===== config.mk =====
export PLATFORM = sky130hd
export DESIGN_NAME = opgpo_top
export DESIGN_NICKNAME = d
export VERILOG_FILES = /design/src/logic/opgpo_pkg.sv /design/src/logic/opgpo_top.sv
export SDC_FILE = /design/constraint.sdc
export NUM_CORES = 1
export LEC_CHECK = 0
export BUFFER_PORTS_ARGS = -buffer_cell sky130_fd_sc_hd__buf_2
export CORE_MARGIN = 1.5
export CORE_UTILIZATION = 45
export DETAILED_ROUTE_END_ITERATION = 10
export GPL_ROUTABILITY_DRIVEN = 0
export PLACE_DENSITY = 0.79
export SETUP_SLACK_MARGIN = 0.5
export SLEW_MARGIN = 0
export SYNTH_ARGS = -nofsm -noshare
export SYNTH_HDL_FRONTEND = slang
export SYNTH_SLANG_ARGS = --single-unit

===== constraint.sdc =====
create_clock -name ref_clk -period 1.7 [get_ports ref_clk]
set_clock_uncertainty 0.1 [all_clocks]
set_input_delay 0.34 -clock ref_clk [delete_from_list [all_inputs] [get_ports ref_clk]]
set_output_delay 0.34 -clock ref_clk [all_outputs]
set_load 0.1 [all_outputs]

===== src/logic/opgpo_pkg.sv =====
// shared constants and carriers for the output-pin general-purpose output block
package opgpo_pkg;

    // register byte addresses within the host register map
    localparam logic [11:0] OPGPO_ADDR_GPO_EN = 12'h724;
    localparam logic [11:0] OPGPO_ADDR_SEL_P_LO = 12'h725;
    localparam logic [11:0] OPGPO_ADDR_SEL_P_HI = 12'h726;
    localparam logic [11:0] OPGPO_ADDR_CFG_P = 12'h727;
    localparam logic [11:0] OPGPO_ADDR_SEL_N_LO = 12'h728;
    localparam logic [11:0] OPGPO_ADDR_SEL_N_HI = 12'h729;
    localparam logic [11:0] OPGPO_ADDR_CFG_N = 12'h72A;

    // reset values
    localparam logic [7:0] OPGPO_RST_GPO_EN = 8'h00;
    localparam logic [7:0] OPGPO_RST_CFG = 8'h01;
    localparam logic [15:0] OPGPO_RST_SEL = 16'h0000;

    // field positions
    localparam int OPGPO_EN_P_BIT = 0;
    localparam int OPGPO_EN_N_BIT = 1;
    localparam int OPGPO_MODE_MSB = 2;
    localparam int OPGPO_SEL_BIT_MSB = 14;
    localparam int OPGPO_SEL_BIT_LSB = 12;
    localparam int OPGPO_SEL_PAGE_MSB = 11;
    localparam int OPGPO_SEL_PAGE_LSB = 8;
    localparam int OPGPO_SEL_OFS_MSB = 6;
    localparam int OPGPO_SEL_OFS_LSB = 0;

    // writable masks: reserved bits stay zero
    localparam logic [7:0] OPGPO_MASK_GPO_EN = 8'h03;
    localparam logic [7:0] OPGPO_MASK_CFG = 8'h07;
    localparam logic [15:0] OPGPO_MASK_SEL = 16'h7F7F;

    // mode codes of the 3-bit mode field
    localparam logic [2:0] OPGPO_MODE_STATIC = 3'h1;
    localparam logic [2:0] OPGPO_MODE_STATUS = 3'h3;

    // host register write strobe with its data
    typedef struct packed {
        logic wr;
        logic [11:0] addr;
        logic [7:0] data;
    } opgpo_wr_t;

    // decoded status-bit selector
    typedef struct packed {
        logic [2:0] bit_pos;
        logic [3:0] page;
        logic [6:0] offset;
    } opgpo_sel_t;

endpackage


===== src/logic/opgpo_top.sv =====
`timescale 1ns/10ps
`default_nettype none

module opgpo_top #(
    parameter int OUT_INDEX = 0,
    parameter int STATIC_W = 24
) (
    // clock and reset
    input wire logic ref_clk,
    input wire logic rst,
    // host register writes
    input wire opgpo_pkg::opgpo_wr_t host_wr,
    // register readback
    input wire logic [11:0] rd_addr,
    output logic [7:0] rd_data,
    // static output value bits
    input wire logic [STATIC_W-1:0] static_value,
    // signal format says cmos
    input wire logic fmt_is_cmos,
    // divided clocks of the pair
    input wire logic div_clk_p,
    input wire logic div_clk_n,
    // selected host bit lookup
    output opgpo_pkg::opgpo_sel_t look_sel_p,
    output opgpo_pkg::opgpo_sel_t look_sel_n,
    input wire logic look_bit_p,
    input wire logic look_bit_n,
    // pin drive
    output logic general_output_pin_p,
    output logic general_output_pin_n
);
    import opgpo_pkg::*;

    ////////////////////////////////////////////////////////////////////////
    // registers
    logic [7:0] gpo_en_reg; // per-pin enable
    logic [7:0] cfg_p_reg; // pin_p_output_mode_config
    logic [7:0] cfg_n_reg; // negative pin mode config
    logic [15:0] sel_p_reg; // positive pin selector
    logic [15:0] sel_n_reg; // pin_n_status_bit_selector

    // split a selector word into its fields
    function automatic opgpo_sel_t sel_fields(input logic [15:0] s);
        opgpo_sel_t f;
        f.bit_pos = s[OPGPO_SEL_BIT_MSB:OPGPO_SEL_BIT_LSB];
        f.page = s[OPGPO_SEL_PAGE_MSB:OPGPO_SEL_PAGE_LSB];
        f.offset = s[OPGPO_SEL_OFS_MSB:OPGPO_SEL_OFS_LSB];
        return f;
    endfunction

    // one pin's drive value from its settings
    function automatic logic pin_drive(input logic en, input logic [2:0] mode,
                                       input logic stat, input logic mirror,
                                       input logic divc, input logic held);
        logic v;
        v = held;
        if (!en) begin
            v = divc;
        end else if (fmt_is_cmos) begin
            case (mode)
                OPGPO_MODE_STATIC: v = stat;
                OPGPO_MODE_STATUS: v = mirror;
                // reserved codes keep the last level rather than glitching
                default: v = held;
            endcase
        end
        return v;
    endfunction

    ////////////////////////////////////////////////////////////////////////
    // host writes; byte-wide, reserved bits forced to zero
    // one process per register so a write only ever touches its own byte

    // write strobe aimed at one byte address
    function automatic logic wr_hit(input opgpo_wr_t w, input logic [11:0] a);
        return w.wr && (w.addr == a);
    endfunction

    // enable byte; only the two pin bits exist
    // per-pin enable bits
    always_ff @(posedge ref_clk) begin
        if (rst) begin
            gpo_en_reg <= OPGPO_RST_GPO_EN;
        end else if (wr_hit(host_wr, OPGPO_ADDR_GPO_EN)) begin
            // upper six bits never stick
            gpo_en_reg <= host_wr.data & OPGPO_MASK_GPO_EN;
        end
    end

    // positive pin mode byte
    // mode field, reserved bits dropped
    // a reserved code is stored as written; the drive logic then holds the pin
    always_ff @(posedge ref_clk) begin
        if (rst) begin
            cfg_p_reg <= OPGPO_RST_CFG;
        end else if (wr_hit(host_wr, OPGPO_ADDR_CFG_P)) begin
            cfg_p_reg <= host_wr.data & OPGPO_MASK_CFG;
        end
    end

    // negative pin mode byte
    // mode field, reserved bits dropped
    always_ff @(posedge ref_clk) begin
        if (rst) begin
            cfg_n_reg <= OPGPO_RST_CFG;
        end else if (wr_hit(host_wr, OPGPO_ADDR_CFG_N)) begin
            cfg_n_reg <= host_wr.data & OPGPO_MASK_CFG;
        end
    end

    // positive pin selector, written as two bytes
    // selector and mode are separate writes; a new selector reaches look_sel_p one cycle after its write
    // limitation: the halves land on separate writes, so a half-updated
    // selector is briefly visible; software sets it before entering status mode
    always_ff @(posedge ref_clk) begin
        if (rst) begin
            sel_p_reg <= OPGPO_RST_SEL;
        end else begin
            // low byte holds the offset; bit 7 reserved
            if (wr_hit(host_wr, OPGPO_ADDR_SEL_P_LO)) begin
                sel_p_reg[7:0] <= host_wr.data & OPGPO_MASK_SEL[7:0];
            end
            // high byte holds bit position and page; bit 15 reserved
            if (wr_hit(host_wr, OPGPO_ADDR_SEL_P_HI)) begin
                sel_p_reg[15:8] <= host_wr.data & OPGPO_MASK_SEL[15:8];
            end
        end
    end

    // negative pin selector, same layout as the positive one
    // selector and mode are separate writes, in either order
    always_ff @(posedge ref_clk) begin
        if (rst) begin
            sel_n_reg <= OPGPO_RST_SEL;
        end else begin
            // low byte holds the offset; bit 7 reserved
            if (wr_hit(host_wr, OPGPO_ADDR_SEL_N_LO)) begin
                sel_n_reg[7:0] <= host_wr.data & OPGPO_MASK_SEL[7:0];
            end
            // high byte holds bit position and page; bit 15 reserved
            if (wr_hit(host_wr, OPGPO_ADDR_SEL_N_HI)) begin
                sel_n_reg[15:8] <= host_wr.data & OPGPO_MASK_SEL[15:8];
            end
        end
    end

    ////////////////////////////////////////////////////////////////////////
    // readback, registered; unmapped addresses read zero
    always_ff @(posedge ref_clk) begin
        if (rst) begin
            rd_data <= 8'h00;
        end else begin
            case (rd_addr)
                OPGPO_ADDR_GPO_EN: rd_data <= gpo_en_reg;
                OPGPO_ADDR_CFG_P: rd_data <= cfg_p_reg;
                OPGPO_ADDR_CFG_N: rd_data <= cfg_n_reg;
                OPGPO_ADDR_SEL_P_LO: rd_data <= sel_p_reg[7:0];
                OPGPO_ADDR_SEL_P_HI: rd_data <= sel_p_reg[15:8];
                OPGPO_ADDR_SEL_N_LO: rd_data <= sel_n_reg[7:0];
                OPGPO_ADDR_SEL_N_HI: rd_data <= sel_n_reg[15:8];
                default: rd_data <= 8'h00;
            endcase
        end
    end

    ////////////////////////////////////////////////////////////////////////
    // selector presented to the host-map lookup, registered
    always_ff @(posedge ref_clk) begin
        if (rst) begin
            look_sel_p <= '0;
            look_sel_n <= '0;
        end else begin
            look_sel_p <= sel_fields(sel_p_reg);
            look_sel_n <= sel_fields(sel_n_reg);
        end
    end

    ////////////////////////////////////////////////////////////////////////
    // static bits of this pair
    localparam int IDX_P = 2 * OUT_INDEX;
    // negative pin uses the odd index
    localparam int IDX_N = 2 * OUT_INDEX + 1;

    // positive pin drive; one flop so the pin is registered
    // mirror re-evaluated every cycle, no latching
    always_ff @(posedge ref_clk) begin
        if (rst) begin
            general_output_pin_p <= 1'b0;
        end else begin
            general_output_pin_p <= pin_drive(gpo_en_reg[OPGPO_EN_P_BIT],
                cfg_p_reg[OPGPO_MODE_MSB:0], static_value[IDX_P], look_bit_p,
                div_clk_p, general_output_pin_p);
        end
    end

    // negative pin drive; same rules, odd static bit
    // the flop costs one cycle of latency, traded for a glitch-free pin
    // mirror re-evaluated every cycle, no latching
    always_ff @(posedge ref_clk) begin
        if (rst) begin
            general_output_pin_n <= 1'b0;
        end else begin
            general_output_pin_n <= pin_drive(gpo_en_reg[OPGPO_EN_N_BIT],
                cfg_n_reg[OPGPO_MODE_MSB:0], static_value[IDX_N], look_bit_n,
                div_clk_n, general_output_pin_n);
        end
    end

endmodule

`default_nettype wire


-- After elaboration in Yosys (flattened, before gate mapping)
Index checks and enable logic that the tools add are counted.
Widths: inputs -> output; s select.
- eq/ne operators: 22
- multiplexer cells: 7
- reduce and logical (&&, ||, !) cells: 9
- operator list (kind ; count):
    $eq 12x11->1 const B ; 14
    $pmux 7 s7 ; 1
    $logic_and 1x1->1 ; 7
    $eq 3x1->1 const B ; 2
    $eq 3x2->1 const B ; 2
    $ne 3x1->1 const B ; 2
    $mux 1 ; 4
    $ne 2x2->1 const B ; 2
    $pmux 1 s2 ; 2
    $reduce_and 2->1 ; 2
- register bits after elaboration: 74
- input port bits: 64
- output and inout bits: 38
- logic and storage cells: 54

-- Logic depth before layout (Yosys ltp)
Gate-level depths: netlist (run 1).
- depth after elaboration: 4
- mapped depth: 6
- mapped depth without buffers: 4

-- Least setup slack after synthesis (run 1)
Ideal clock, no wire load.
- kind: input to register
- start: in rd_addr[4]
- end: reg rd_data[6]
- setup time: 0.074 ns
- arrival: 1.610 ns
- data required time: 1.526 ns
- path slack: -0.085 ns
- stages on the path: 4
- buffers on the path: 1
- cells stage by stage: or4b_4 > or4_4 > buf_6 > a31oi_2
- longest elaborated chain between the ends: 2
- elaborated cells between the ends (all ways): 8
- classes of those cells: eq/ne (7); mux (1)
- RTL lines (element ; line ; RTL):
    from (decl) ; opgpo_top.sv:14 ; input wire logic [11:0] rd_addr,
    $eq 12x11->1 ; opgpo_top.sv:153 ; case (rd_addr)
    $pmux 7 s7 (*) ; opgpo_top.sv:153 ;
    to (signal assigned) ; opgpo_top.sv:154 ; OPGPO_ADDR_GPO_EN: rd_data <= gpo_en_reg;
    to (signal assigned) ; opgpo_top.sv:155 ; OPGPO_ADDR_CFG_P: rd_data <= cfg_p_reg;
    to (signal assigned) ; opgpo_top.sv:156 ; OPGPO_ADDR_CFG_N: rd_data <= cfg_n_reg;
    to (decl) ; opgpo_top.sv:15 ; output logic [7:0] rd_data,
Every way passes the cells marked *; elsewhere a longest branch is shown, timed or not.
A chain may end at the register's enable or synchronous reset.

-- Worst setup path in the final report (run 1)
- start: in rd_addr[4]
- end: reg rd_data[4]
The elaborated chain is that of the path after synthesis.

==> summary.md, run 1 <==
| Metric | Value |
|---|---|
| Post-synth top cells | `73 x dfxtp_1, 44 x nand2b_1, 41 x mux2i_1` |
| Crit Path Class | `in2reg` |
| Min Tclk post-route | `1.54 ns` |
| Vias/cell | `5.09` |
| PD cells | `773 nW/um^2` |
| Period utilization | `90.9%` |
| EDFF count, synth | `0` |
| Die span in y | `83.8 microns` |
| Multi-input logic area | `1400 sq um` |
| NumNets Final | `437` |
| Die footprint | `7030 sq um` |
| CP Data Required Time | `1.88 ns` |
| Cell Area, Synth | `2940 sq um` |
| Hold-fix buffers, CTS | `0` |
| Remaining DRCs | `0` |
| Skew-Pair Late Insertion Delay | `0.35 ns` |
| Worst vdd ir | `0.600 mV` |
| Worst Setup SP | `rd_addr[4]` |
| Clock Tree Root | `clkbuf_8` |
| Mapped Avg Cell Area | `10.3 sq um` |
| Run status | `finished clean` |
| Number of synthesized register bits | `73` |
| Remaining Overflow, GRT | `0` |
| Post-Syn Nets | `350` |
| Pre-antenna DRT Iters | `4` |
| Least-Margin Pin Slew | `0.714 ns` |
| Asr flop ratio synth | `0%` |
| DP HPWL | `4600 microns` |
| GRT Util Overall | `21.3%` |
| Final Max Tran Viols | `0` |
| DRT iter0 DRCs | `184` |
| Wire per inst | `16.0 microns` |
| Fmax achieved | `0.647 GHz` |
| CTS Buf Count | `9` |
| Yosys top cell area share | `49.7%` |
| Post-Synthesis Cells | `286` |
| Dpl cell area | `3550 sq um` |
| Via count | `2316` |
| FF-to-FF Start | `gpo_en_reg[0]` |
| Layout cells sized above 1 | `46.3%` |
| Final Hold Vio Count | `0` |
| Setup slack at placement | `-0.192 ns` |
| Syn. warnings | `0` |
| Reg-to-reg setup timing slack | `0.28 ns` |
| Final ANT Viol Nets | `0` |
| H-tree level count | `3` |
| Diodes inserted | `0` |
| Critical Path Fanout Max | `7` |
| Most numerous cell in the Yosys netlist | `dfxtp_1` |
| Sequential cell area | `1510 sq um` |
| P_leak | `2.08 nW` |
| Final TNS setup | `0 ns` |
| Vias in the first global route | `2416` |
| Initial core utilization | `46.6%` |
| Primary FF master, synth | `dfxtp_1` |
| CP arrival | `1.72 ns` |
| Fin area | `4440 sq um` |
| Final Total Pwr | `3.43 mW` |
| CTS tree | `built` |
| First-pass GRT wire length | `11700 microns` |
| TritonCTS sink count | `73` |
| # setup viols final | `0` |
| Worst hold path class | `in2reg` |
| Core area | `6310 sq um` |
| Max_slew headroom | `52.3%` |
| Start point of the worst hold path | `div_clk_n` |
| Largest net degree at the start of global routing | `47` |
| Max cap viols | `0` |
| Synth cell types | `43` |
| Post-synthesis sequential area ratio | `49.7%` |
| P&R area growth vs syn | `50.9%` |
| Final wirelength | `7270 microns` |
| I/O Buffers | `77` |
| Worst-case clock buffer depth | `2` |
| Rows | `29` |
| Unrepaired setup endpoints after global routing | `yes` |
| Initial antenna violation count | `0` |
| Worst-path clk slew | `0.08 ns` |
| Setup WS post-layout | `0.155 ns` |
| Top post-synthesis cells by area | `dfxtp_1 50%, mux2i_1 14%, nand2b_1 9.4%` |
| Crit path capture type | `flop` |
| Filler cells | `471` |
| Die W | `83.8 microns` |
| Io pins | `102` |
| Area leader, netlist | `dfxtp_1` |
| CP startpoint kind | `input port` |
-- per-stage QoR --
step	hold slack, ns	util, %	instances
after floorplan	0.328	-	286
after global placement	0.355	56.2	436
after detailed placement	0.358	56.2	436
after CTS	0.126	69.4	453
after global routing	0.185	70.3	455
final	0.137	70.3	455
-- worst max-delay path: stages --
cell and delay [ns]:
buf_6 0.09, or4b_4 0.54, or4_4 0.58, a31oi_2 0.16
-- cell type report --
| type | instances | share of cell area, % |
|---|---|---|
| repair buffers | 91 | 24.7 |
| inverters | 29 | 2.45 |
| clock inverters | 7 | 2.14 |
| multi-input cells | 169 | 31.6 |
| clock buffers | 9 | 2.79 |
| well taps | 77 | 2.17 |
| flip-flops and latches | 73 | 34.1 |
-- routing by layer --
layer  global-route usage, %  vias up  routed length [microns]
li1                        -     1140                        -
met1                    26.2     1113                     3140
met2                    36.5       55                     3750
met3                    6.03        8                      287
met4                    5.81        0                       87
met5                       0        -                        0
-- cells by family (layout without fill, tap and decap cells) --
family / after synthesis / count (layout) / synth area share (%)
flip-flops: 73 / 73 / 49.7
AND/OR/NAND/NOR: 99 / 99 / 21.2
other: 1 / 1 / 0.128
AO/OA/AOI/OAI: 20 / 20 / 5.79
buffers and inverters: 44 / 136 / 6.13
multiplexers: 49 / 49 / 17.0
-- what timing repair did --
| action | 4_1_cts | 5_1_grt |
|---|---|---|
| pin swaps | 3 | 3 |
| endpoints found under the hold margin | 0 | 0 |
| resized for setup | 160 | 9 |
| buffers inserted | 1 | 2 |
| endpoints found under the setup margin | 82 | 82 |
-- report_power, final --
group	leakage (nW)	internal (mW)	switching, mW
clock	0.109	0.825	0.659
combinational	1.36	0.108	0.126
sequential	0.608	1.71	0.00283
total	2.08	2.64	0.787
-- cell usage in the layout, fill, tap and decap left out, types with 3 or more instances in the layout --
cell | Yosys | layout
nand2b_1 | 44 | 44
mux2i_1 | 41 | 41
buf_12 | 0 | 39
dfxtp_2 | 0 | 38
buf_2 | 3 | 37
dfxtp_1 | 73 | 34
inv_1 | 29 | 29
buf_4 | 1 | 10
clkbuf_8 | 0 | 9
nor2_1 | 8 | 8
nand3_1 | 7 | 6
mux2_2 | 8 | 6
buf_6 | 1 | 5
nand2_1 | 7 | 4
nand3b_1 | 4 | 4
a22o_1 | 3 | 3
a21oi_2 | 3 | 3
nor3_1 | 4 | 3
nor2b_1 | 3 | 3
nor4b_1 | 3 | 3
nand4_1 | 3 | 3
-- worst paths after layout --
path	to	cells past startpoint
setup / recovery	rd_data[4]	4
hold / removal	general_output_pin_n	3
setup reg to reg	rd_data[0]	4
hold reg to reg	look_sel_n[13]	2
Note: power is estimated with default switching activity, not from simulation.
==> run 2, diff against run 1 <==
--- a/config.mk
+++ b/config.mk
@@ -7,10 +7,10 @@
 export LEC_CHECK = 0
 export BUFFER_PORTS_ARGS = -buffer_cell sky130_fd_sc_hd__buf_2
 export CORE_MARGIN = 1.5
-export CORE_UTILIZATION = 45
+export CORE_UTILIZATION = 53
 export DETAILED_ROUTE_END_ITERATION = 10
 export GPL_ROUTABILITY_DRIVEN = 0
-export PLACE_DENSITY = 0.79
+export PLACE_DENSITY = 0.87
 export SETUP_SLACK_MARGIN = 0.5
 export SLEW_MARGIN = 0
 export SYNTH_ARGS = -nofsm -noshare
==> constraint.sdc (replaced) <==
create_clock -name ref_clk -period 1.8 [get_ports ref_clk]
set_clock_uncertainty 0.1 [all_clocks]
set_input_delay 0.36 -clock ref_clk [delete_from_list [all_inputs] [get_ports ref_clk]]
set_output_delay 0.36 -clock ref_clk [all_outputs]
set_load 0.1 [all_outputs]
==> run 2 against run 1 <==
Global-route usage grew 9.5 points. Non-clock buffer count grew 3. Cell area grew 2.2%. Register-to-register slack lost 0.03 ns. Sequential cell count is the same. Largest cell class unchanged.
==> summary.md, run 2 (synthesis gave the netlist of run 1 again) <==
| Metric | Value |
|---|---|
| Worst hold path class | `in2reg (unchanged)` |
| Clock Tree Root | `clkbuf_8 (unchanged)` |
| P_leak | `2.11 nW (was 2.08 nW)` |
| Die W | `77.5 microns (was 83.8 microns)` |
| Via count | `2670 (was 2316)` |
| Pre-antenna DRT Iters | `5 (was 4)` |
| Run status | `finished clean (unchanged)` |
| CP Cell Sequence | `buf_2, nand4b_1, buf_4, nor4b_1, o21ai_0, a31oi_2 (was buf_6, or4b_4, or4_4, a31oi_2)` |
| Io pins | `102 (unchanged)` |
| Fin area | `4530 sq um (was 4440 sq um)` |
| DP HPWL | `4680 microns (was 4600 microns)` |
| Crit Path Class | `in2reg (unchanged)` |
| CTS tree | `built (unchanged)` |
| Dpl cells | `430 (was 436)` |
| Rows | `26 (was 29)` |
| I/O Buffers | `77 (unchanged)` |
| Worst vdd ir | `0.711 mV (was 0.600 mV)` |
| Final wirelength | `10100 microns (was 7270 microns)` |
| Period utilization | `98.8%` |
| Dpl cell area | `3530 sq um (was 3550 sq um)` |
| Final Max Tran Viols | `0 (unchanged)` |
| CP startpoint kind | `input port (unchanged)` |
| Remaining Overflow, GRT | `0 (unchanged)` |
| Initial core utilization | `56.1% (was 46.6%)` |
| H-tree level count | `3 (unchanged)` |
| First-pass GRT wire length | `13700 microns (was 11700 microns)` |
| CP arrival | `1.96 ns (was 1.72 ns)` |
| # setup viols final | `0 (unchanged)` |
| GRT Util Overall | `30.8% (was 21.3%)` |
| Fin Hold WS | `0.138 ns (was 0.137 ns)` |
| Post-Layout Cell Count | `451 (was 455)` |
| Diodes inserted | `0 (unchanged)` |
| Worst-path clk slew | `0.08 ns (about the same)` |
| Largest stage delay, worst path | `0.41 ns (was 0.58 ns)` |
| Die footprint | `6000 sq um (was 7030 sq um)` |
| Worst-case clock buffer depth | `2 (unchanged)` |
| Skew-Pair Late Insertion Delay | `0.37 ns (was 0.35 ns)` |
| Final Hold Vio Count | `0 (unchanged)` |
| Remaining DRCs | `0 (unchanged)` |
| Critical Path Fanout Max | `5 (was 7)` |
| NumNets Final | `440 (was 437)` |
| Wire per inst | `22.4 microns (was 16.0 microns)` |
| Max cap viols | `0 (unchanged)` |
| DRT iter0 DRCs | `257 (was 184)` |
| Most common cell after layout, fill and taps aside | `nand2b_1 (unchanged)` |
| Final ANT Viol Nets | `0 (unchanged)` |
| Vias/cell | `5.92 (was 5.09)` |
| Unrepaired setup endpoints after global routing | `yes (unchanged)` |
| Layout cells sized above 1 | `48.8% (was 46.3%)` |
| TritonCTS sink count | `73 (unchanged)` |
| PD cells | `763 nW/um^2 (was 773 nW/um^2)` |
| Crit path capture type | `flop (unchanged)` |
| Fmax achieved | `0.562 GHz` |
| CTS Buf Count | `9 (unchanged)` |
| Worst path slowest cell | `nor4b_1 (was or4_4)` |
| Core area | `5240 sq um (was 6310 sq um)` |
| P&R area growth vs syn | `54.2% (was 50.9%)` |
| Die span in y | `77.5 microns (was 83.8 microns)` |
| Initial antenna violation count | `0 (unchanged)` |
| Hold-fix buffers, CTS | `0 (unchanged)` |
| Min Tclk post-route | `1.78 ns` |
| CP Data Required Time | `1.98 ns (was 1.88 ns)` |
| Largest net degree at the start of global routing | `24 (was 47)` |
| Most frequent cells in the layout | `44 x nand2b_1, 38 x buf_12, 37 x mux2i_1, 37 x dfxtp_2, 36 x buf_2 (was 44 x nand2b_1, 41 x mux2i_1, 39 x buf_12, 38 x dfxtp_2, 37 x buf_2)` |
| Vias in the first global route | `2644 (was 2416)` |
[run 2: changes by cell type in the layout (fill, tap and decap cells not counted), moves of 2 or more]
cell / change
mux2i_2: +4
clkinv_4: -2
nor3b_1: -2
buf_4: +5
buf_8: +2
nor3_2: +2
buf_6: -2
nor3b_2: +2
nor3_1: -2
mux2i_1: -4
[run 2: critical path: cells and delay by family]
family,cells,cell delay (ns)
buffers and inverters,2,0.37
AND/OR/NAND/NOR,2,0.76
AO/OA/AOI/OAI,2,0.46
[run 2: final cells by class]
type | count | area, sq um
Sequential cell | 73 | 1510
Tap cell | 70 | 87.6
Multi-Input combinational cell | 169 | 1460
Clock inverter | 5 | 103
Fill cell | 234 | 704
Timing Repair Buffer | 94 | 1120
Inverter | 29 | 109
Clock buffer | 11 | 141
[run 2: repair_timing]
item                                    4_1_cts  5_1_grt
buffers inserted                              2        3
endpoints found under the hold margin         0        0
endpoints found under the setup margin       82       82
pin swaps                                     5        4
gates cloned                                  0        0
gates resized for setup                     167       20
[run 2: final timing paths]
check	to	depth (start not counted)	slack, ns	startpoint
setup / recovery	rd_data[2]	6	0.02	rd_addr[11]
hold / removal	general_output_pin_p	3	0.14	div_clk_p
setup reg to reg	rd_data[0]	4	0.25	cfg_n_reg[0]
hold reg to reg	look_sel_p[7]	2	0.38	sel_p_reg[8]
[run 2: per-layer routing]
| metal | up-vias | wire [microns] | GRT usage (%) |
|---|---|---|---|
| li1 | 1139 | - | - |
| met1 | 1304 | 3590 | 33.0 |
| met4 | 0 | 602 | 19.5 |
| met5 | - | 0 | 0 |
| met3 | 58 | 646 | 7.18 |
| met2 | 169 | 5250 | 54.1 |
[run 2: where the power goes]
group          internal [mW]  switching [mW]
Clock                  0.957           0.642
Combinational          0.105           0.138
Sequential              1.61         0.00279
[run 2: per-stage QoR]
stage / util [%] / worst slack [ns] / TNS (ns) / power [mW]
floorplan: - / -0.00449 / -0.0134 / 1.77
global placement: 67.3 / -0.117 / -0.666 / 1.84
detailed placement: 67.3 / -0.131 / -1.34 / 1.85
CTS: 84.5 / 0.244 / 0 / 3.39
global route: 86.6 / -0.0642 / -0.0642 / 3.52
finish: 86.6 / 0.0208 / 0 / 3.46
